### src/pkg/ahbds_pkg.sv
// Purpose: shared codes and types for the 64-to-32 bit AHB downsizer
// Assumes: AHB-Lite encodings of transfer type, size, burst and response
// Notes: the control group of an address phase travels as one packed struct
package ahbds_pkg;
   // ------------------------------------------------------------
   // Widths and address fields
   // ------------------------------------------------------------
   localparam int ADDR_W = 32;
   localparam int WIDE_W = 64;
   localparam int NARROW_W = 32;
   localparam int WORD_BIT = 2;
   localparam logic [ADDR_W-1:0] WRAP16_MASK = 32'h0000007f;

   // ------------------------------------------------------------
   // Bus encodings
   // ------------------------------------------------------------
   localparam logic [1:0] TR_IDLE = 2'h0;
   localparam logic [1:0] TR_BUSY = 2'h1;
   localparam logic [1:0] TR_NONSEQ = 2'h2;
   localparam logic [1:0] TR_SEQ = 2'h3;
   localparam logic [2:0] SZ_32 = 3'h2;
   localparam logic [2:0] SZ_64 = 3'h3;
   localparam logic [2:0] BU_SINGLE = 3'h0;
   localparam logic [2:0] BU_INCR = 3'h1;
   localparam logic [2:0] BU_WRAP4 = 3'h2;
   localparam logic [2:0] BU_INCR4 = 3'h3;
   localparam logic [2:0] BU_WRAP8 = 3'h4;
   localparam logic [2:0] BU_INCR8 = 3'h5;
   localparam logic [2:0] BU_WRAP16 = 3'h6;
   localparam logic [2:0] BU_INCR16 = 3'h7;
   localparam logic RESP_OKAY = 1'h0;
   localparam logic RESP_ERR = 1'h1;

   // ------------------------------------------------------------
   // Types
   // ------------------------------------------------------------
   typedef struct packed {
      logic [1:0] trans;
      logic write;
      logic [2:0] size;
      logic [2:0] burst;
      logic [3:0] prot;
      logic lock;
   } ahbds_ctrl_t;

   typedef enum logic [2:0] {
      S_IDLE = 3'b000,
      S_NARROW = 3'b001,
      S_WIDE1 = 3'b010,
      S_WIDE2 = 3'b011,
      S_REPLAY = 3'b100,
      S_BLK1 = 3'b101,
      S_BLK2 = 3'b110
   } ahbds_state_t;
endpackage : ahbds_pkg

### src/core/ahbds_top.sv
// Purpose: bridge a 64-bit AHB master side onto a 32-bit AHB slave side
// Assumes: one bus clock; unselected narrow slaves answer ready and OKAY
// Notes: read data passes live from the narrow bus, as the merge needs it
//
// Contract
// - Wide transfer becomes two narrow beats
// - Second beat forces address bit two high
// - Write low half first, high half second
// - First read beat data is registered
// - Second beat merges live and stored words
// - Low word first, high word next address
// - Word order ignores system endianness
// - Narrow error forwarded upstream at once
// - First beat error drops second beat
// - Two-cycle error aborts with narrow IDLE
// - Pending request captured, replayed next cycle
// - Replay adds one upstream wait state
// - Continued burst after error answers ERROR
// - Blocking ends on NONSEQ or deselect
// - BUSY during blocking gets OKAY
// - Parameter zero exempts narrow bursts from blocking
// - Error on last beat starts no blocking
// - NONSEQ after last-beat error stalls once
// - Unselected: select low, ready forwarded
// - Narrow passthrough, half routing, read replicate
// - Wide transfer types split, size 32
// - Wide 4- and 8-beat burst types doubled, others become INCR
`timescale 1ns/1ns
module ahbds_top
   import ahbds_pkg::*;
#(
   parameter bit ERR_BURST_BLOCK_ALL = 1'b1
) (
   input wire logic core_clk,
   input wire logic rstn,
   input wire logic upstream_select,
   input wire logic up_ready_in,
   input wire logic [ADDR_W-1:0] upstream_addr,
   input wire ahbds_ctrl_t up_ctrl,
   input wire logic [WIDE_W-1:0] upstream_wdata,
   output logic up_readyout,
   output logic up_resp,
   output logic [WIDE_W-1:0] upstream_rdata,
   output logic downstream_select,
   output logic [ADDR_W-1:0] downstream_addr,
   output ahbds_ctrl_t dn_ctrl,
   output logic [NARROW_W-1:0] dn_wdata,
   output logic dn_ready,
   input wire logic [NARROW_W-1:0] downstream_rdata,
   input wire logic dn_readyout,
   input wire logic dn_resp
);
   // ------------------------------------------------------------
   // Control conversion
   // ------------------------------------------------------------
   // Narrow view of a control group; only wide transfers change
   function automatic ahbds_ctrl_t ahbds_narrow(input ahbds_ctrl_t c, input logic [ADDR_W-1:0] a);
      ahbds_ctrl_t n;
      n = c;
      if (c.size == SZ_64) begin
         n.size = SZ_32;
         case (c.burst)
            BU_SINGLE: n.burst = BU_INCR;
            BU_INCR4: n.burst = BU_INCR8;
            BU_WRAP4: n.burst = BU_WRAP8;
            BU_INCR8: n.burst = BU_INCR16;
            BU_WRAP8: n.burst = BU_WRAP16;
            BU_WRAP16: begin
               // The wrap jump back is not sequential on the narrow side
               n.burst = BU_INCR;
               if (c.trans == TR_SEQ && ~|(a & WRAP16_MASK)) begin
                  n.trans = TR_NONSEQ;
               end
            end
            default: n.burst = BU_INCR;
         endcase
      end
      return n;
   endfunction : ahbds_narrow

   // ------------------------------------------------------------
   // State and decode
   // ------------------------------------------------------------
   ahbds_state_t state;
   ahbds_state_t next_state;
   logic [ADDR_W-1:0] held_addr;
   ahbds_ctrl_t held_ctrl;
   logic [NARROW_W-1:0] rd_low;
   logic block_active;
   logic ds_dp;
   logic resp_err;
   logic err_c1;
   logic err_c2;
   logic take;
   logic req_valid;
   logic req_seq;
   logic req_nonseq;
   logic req_busy;
   logic err_wide;
   logic start_block;
   logic block_mask;
   logic block_now;
   logic replay;
   ahbds_ctrl_t live_ctrl;

   // Request and error classification
   assign ds_dp = (state == S_NARROW) || (state == S_WIDE1) || (state == S_WIDE2);
   assign resp_err = (dn_resp == RESP_ERR);
   assign err_c1 = ds_dp && resp_err && !dn_readyout;
   assign err_c2 = ds_dp && resp_err && dn_readyout;
   assign take = up_ready_in && up_readyout;
   assign req_seq = upstream_select && (up_ctrl.trans == TR_SEQ);
   assign req_nonseq = upstream_select && (up_ctrl.trans == TR_NONSEQ);
   assign req_busy = upstream_select && (up_ctrl.trans == TR_BUSY);
   assign req_valid = req_seq || req_nonseq;
   assign err_wide = (state == S_WIDE1) || (state == S_WIDE2);
   assign live_ctrl = ahbds_narrow(up_ctrl, upstream_addr);

   // narrow bursts blockable only by parameter
   assign start_block = err_c2 && (err_wide || ERR_BURST_BLOCK_ALL);
   // only a SEQ after the error blocks
   assign block_mask = upstream_select && !req_nonseq && (block_active || start_block);
   assign block_now = block_mask && req_seq;
   assign replay = err_c2 && req_valid && !block_now;

   // Next state; a taken address phase overrides the hold paths
   always_comb begin
      next_state = state;
      unique case (state)
         S_WIDE1: begin
            if (dn_readyout && !resp_err) begin
               next_state = S_WIDE2;
            end
         end
         S_REPLAY: next_state = (held_ctrl.size == SZ_64) ? S_WIDE1 : S_NARROW;
         S_BLK1: next_state = S_BLK2;
         S_IDLE, S_NARROW, S_WIDE2, S_BLK2: next_state = state;
         default: next_state = S_IDLE;
      endcase
      if (take) begin
         if (block_now) begin
            next_state = S_BLK1;
         end else if (replay) begin
            next_state = S_REPLAY;
         end else if (!req_valid) begin
            next_state = S_IDLE;
         end else if (up_ctrl.size == SZ_64) begin
            next_state = S_WIDE1;
         end else begin
            next_state = S_NARROW;
         end
      end
   end

   // State register
   always_ff @(posedge core_clk or negedge rstn) begin
      if (!rstn) begin
         state <= S_IDLE;
      end else begin
         state <= next_state;
      end
   end

   // Held address phase, reused for the second beat and the replay
   always_ff @(posedge core_clk or negedge rstn) begin
      if (!rstn) begin
         held_addr <= '0;
         held_ctrl <= '0;
      end else if (take && req_valid) begin
         held_addr <= upstream_addr;
         held_ctrl <= up_ctrl;
      end
   end

   always_ff @(posedge core_clk or negedge rstn) begin
      if (!rstn) begin
         rd_low <= '0;
      end else if (state == S_WIDE1 && dn_readyout && !resp_err) begin
         rd_low <= downstream_rdata;
      end
   end

   // blocking ends on NONSEQ or deselect
   always_ff @(posedge core_clk or negedge rstn) begin
      if (!rstn) begin
         block_active <= 1'b0;
      end else if (take && (!upstream_select || req_nonseq)) begin
         block_active <= 1'b0;
      end else if (take && block_now) begin
         block_active <= 1'b1;
      end
   end

   // ------------------------------------------------------------
   // Narrow side address phase
   // ------------------------------------------------------------
   // Live request passes unless a beat, replay or abort owns the bus
   always_comb begin
      downstream_addr = upstream_addr;
      dn_ctrl = live_ctrl;
      downstream_select = upstream_select;
      if (state == S_WIDE1) begin
         downstream_addr = held_addr;
         downstream_addr[WORD_BIT] = 1'b1;
         dn_ctrl = ahbds_narrow(held_ctrl, held_addr);
         dn_ctrl.trans = TR_SEQ;
         downstream_select = 1'b1;
      end else if (state == S_REPLAY) begin
         downstream_addr = held_addr;
         dn_ctrl = ahbds_narrow(held_ctrl, held_addr);
         dn_ctrl.trans = TR_NONSEQ;
         downstream_select = 1'b1;
      end
      if (err_c1 || err_c2 || block_mask || state == S_BLK1) begin
         dn_ctrl.trans = TR_IDLE;
      end
   end

   // Narrow ready: slave ready in our data phase, forced on for replay
   always_comb begin
      if (ds_dp) begin
         dn_ready = dn_readyout;
      end else if (state == S_REPLAY) begin
         dn_ready = 1'b1;
      end else begin
         dn_ready = up_ready_in;
      end
   end

   // ------------------------------------------------------------
   // Data routing
   // ------------------------------------------------------------
   // write halves per beat or address
   always_comb begin
      unique case (state)
         S_WIDE2: dn_wdata = upstream_wdata[WIDE_W-1:NARROW_W];
         S_NARROW: dn_wdata = held_addr[WORD_BIT] ? upstream_wdata[WIDE_W-1:NARROW_W]
                                                  : upstream_wdata[NARROW_W-1:0];
         default: dn_wdata = upstream_wdata[NARROW_W-1:0];
      endcase
   end

   always_comb begin
      if (state == S_WIDE2) begin
         upstream_rdata = {downstream_rdata, rd_low};
      end else begin
         upstream_rdata = {downstream_rdata, downstream_rdata};
      end
   end

   // ------------------------------------------------------------
   // Wide side response
   // ------------------------------------------------------------
   // error forwarded immediately
   always_comb begin
      up_readyout = 1'b1;
      up_resp = RESP_OKAY;
      if (state == S_WIDE1) begin
         up_readyout = resp_err && dn_readyout;
         up_resp = dn_resp;
      end else if (ds_dp) begin
         up_readyout = dn_readyout;
         up_resp = dn_resp;
      end else if (state == S_REPLAY) begin
         up_readyout = 1'b0;
      end else if (state == S_BLK1) begin
         up_readyout = 1'b0;
         up_resp = RESP_ERR;
      end else if (state == S_BLK2) begin
         up_resp = RESP_ERR;
      end
   end
endmodule : ahbds_top

### config.mk
export PLATFORM = sky130hd
export DESIGN_NAME = ahbds_top
export DESIGN_NICKNAME = d
export VERILOG_FILES = /design/src/pkg/ahbds_pkg.sv /design/src/core/ahbds_top.sv
export SDC_FILE = /design/constraint.sdc
export NUM_CORES = 1
export LEC_CHECK = 0
export CORE_AREA = 3 3 114 116
export CTS_BUF_LIST = sky130_fd_sc_hd__clkbuf_2
export DETAILED_ROUTE_END_ITERATION = 16
export DIE_AREA = 0 0 117 119
export DONT_BUFFER_PORTS = 1
export GPL_ROUTABILITY_DRIVEN = 0
export PLACE_DENSITY = 0.64
export SYNTH_ARGS = -nofsm -noshare
export SYNTH_HDL_FRONTEND = slang
export SYNTH_SLANG_ARGS = --single-unit
### constraint.sdc
create_clock -name core_clk -period 2.2 [get_ports core_clk]
set_input_delay 0.33 -clock core_clk [delete_from_list [all_inputs] [get_ports core_clk]]
set_output_delay 0.33 -clock core_clk [all_outputs]
set_load 0.01 [all_outputs]
==> summary.txt <==
Outcome: complete, but fails checks
Failing checks: negative setup slack
Drt drc: 0
Hold wc startpoint: up_ready_in
DRT Pass-1 Iters: 4
Inst Count DP: 510
Reg2reg end: held_ctrl[11]$_DFFE_PN0P_
Area grow syn2layout: 36.7%
Syn nets: 557
Sequential-to-total area share from yosys stat: 0.401
Filler instances: 947
Die Width: 117 microns
Final Hold Slack: 0.0759 ns
Final WS setup: -0.274 ns
M1 GR Usage: 0.223
Final ANT Viol Nets: 0
Congestion Overflow GR: 0
# rows: 40
Antenna cell count: 0
Worst-path clk slew: 0.23 ns
Fmax achieved: 0.404 GHz
Ports: 294
Average cell area after synthesis: 12.2 sq um
Number of max-cap violations: 0
Post-synth EDFFs: 0
Iteration-0 DRC count of the detailed router: 175
Min cycle time layout: 2.47 ns
Fin crit share: 1.12
RSZ-0062 raised after global routing: yes
CTS root buffer: clkbuf_2
Area of the mapped netlist: 5000 sq um
Synth Area in Compound Gates: 0.0441
Vias in the first global route: 4073
Core area: 12000 sq um
First-pass GRT wire length: 23.4 mm
Adder-cell share of the synthesized area: 0.00250
Antenna violations before repair: 0
Pin count of the biggest net entering global routing: 81
Starting Density: 0.416
WS Path Type: reg -> out
CP endpoint kind: output port
Peak VDD IR: 752 uV
Pwr dens: 1150 nW/um^2
Port bufs: 0
Commonest non-fill, non-tap cell in the layout: mux2_4
HPWL after detailed placement: 10.3 mm
Worst-Margin Slew: 0.390 ns
Worst-path maximum fanout: 6
Worst skew pair latency: 0.58 ns
Final Non-Filler Cells: 639
Worst R2R Path Depth: 6
Final core utilization: 0.568
Launching element type of the critical path: flip-flop
Total global-route track usage: 0.224
CTS Buf Count: 9
Detailed Route WL: 16.6 mm
Skew final: 0.0317 ns
Fin. max-slew vios: 0
Final nets: 637
GRT busiest layer: met2
Die Ht: 119 microns
TritonCTS clock tree: built
Die footprint: 13900 sq um
Hold crit path type: in -> reg
Clock Path Buffers: 2
Critical R2R Launch: state[0]$_DFFE_PN0P_
CP arrival: 2.14 ns
Yosys reg bits: 80
Slew margin rel.: 0.740
Largest family of logic cells by synthesized area: multiplexers
Most frequent cells in the layout: mux2_4 (92), mux2_2 (85), dlygate4sd3_1 (83), dfrtp_1 (79), buf_6 (16)
Vias: 3705
Met2 GRT Util: 0.406
Async S/R FF share, synth: 1.00
Clock Sinks: 80
H-tree levels: 3
Yosys warnings: 0
Simple-gate share of the synthesized area: 0.0563
Hold Path Cell Cnt: 3
Top_reg_cell synth: dfrtp_1
LEAKAGE: 2.93 nW
Sink of the worst hold path: state[2]$_DFFE_PN0P_
Multiplexer area fraction after synthesis: 0.412
Synth cell types: 44
Syn Inst Count: 408
Layout cell share with drive strength beyond 1: 0.530
WL/cell: 26.0 microns
GR Layer Usage met3: 0.112
Required @ worst endpoint: 1.87 ns
R2R Setup Slk: 0.19 ns
Routed vias/inst: 5.80
Pre-CTS WS: 0.329 ns
Setup-failing EPs final: 112
XOR/XNOR share of the synthesized area: 0.00701
Hold Vio Cnt, Final: 0
[cells in the mapped netlist, types with 3 or more instances]
library cell  count  share of area
clkbuf_1          3         0.0023
a211oi_1          3         0.0045
nor2_1           13         0.0098
mux2_2          163           0.37
nand2b_1          5         0.0063
a21oi_1           7         0.0070
nand2_1          13         0.0098
nand3_1           3         0.0030
buf_4            32          0.048
buf_2            19          0.019
buf_6             3         0.0068
o21ai_0          11          0.011
dfrtp_1          80           0.40
mux2_4           14          0.042
[cells by family after synthesis]
family | count (synthesis)
DFF | 80
xor gates and xnor gates | 4
adders and majority gates | 1
buffers and inverters | 59
AOI/OAI and AO/OA | 34
and+or+nand+nor | 52
muxes | 178
[metal layers]
metal	vias up	part of all wire
li1	1607	-
met1	1870	0.33
met2	208	0.54
met3	20	0.12
met4	0	0.014
met5	-	0
[critical path, stage by stage (launching register included)]
cell       delay [ns]
dfrtp_1          0.45
buf_6            0.13
nand2b_4         0.14
a21oi_4          0.15
buf_6            0.18
clkbuf_16        0.18
mux2_4           0.32
[power by group]
part	internal, mW	switching [mW]	leakage [nW]
combinational	2.65	1.97	1.91
sequential	2.16	0.421	0.971
clock	0.137	0.523	0.0543
total	4.94	2.91	2.93
[area by class of cell]
type	count	area (sq um)	share of cell area
sequential	80	2000	0.293
clock inverter	5	25.0	0.00367
clock buffer	10	50.0	0.00733
inverter	2	7.51	0.00110
tap	147	184	0.0269
multi-input combinational	269	3070	0.450
timing repair buffer	126	1490	0.218
[worst max-delay path by stage]
stage / start / depth (start not counted) / slack (ns) / endpoint
2_1_floorplan: state[2]$_DFFE_PN0P_ / 7 / 0.33 / dn_ctrl[5]
3_3_place_gp: state[1]$_DFFE_PN0P_ / 5 / 0.36 / dn_wdata[9]
3_5_place_dp: state[1]$_DFFE_PN0P_ / 5 / 0.33 / dn_wdata[9]
4_1_cts: state[1]$_DFFE_PN0P_ / 6 / -0.35 / dn_ctrl[0]
5_1_grt: state[1]$_DFFE_PN0P_ / 6 / -0.39 / downstream_addr[1]
6_report: state[1]$_DFFE_PN0P_ / 6 / -0.27 / downstream_addr[16]
[through the flow]
stage	total power, mW	instance area, sq um	setup TNS (ns)
detailed placement	5.52	4990	0
global placement	5.42	4990	0
floorplan	4.89	5000	0
finish	7.85	6830	-22.93
CTS	7.43	6570	-33.20
global route	8.30	6830	-35.86
[registers in the layout (all words and copies together) (netlist names)]
name          flops
block_active      1
held_ctrl        12
held_addr        32
state             3
rd_low           32
[repair_timing]
item / CTS / global route
setup endpoints to repair: 112 / 114
gates cloned: 6 / 3
resized for setup: 108 / 30
hold buffers: 84 / 0
pin swaps: 6 / 5
setup buffers: 14 / 8
hold endpoints to repair: 159 / 0
(Power assumes the default switching activity.)
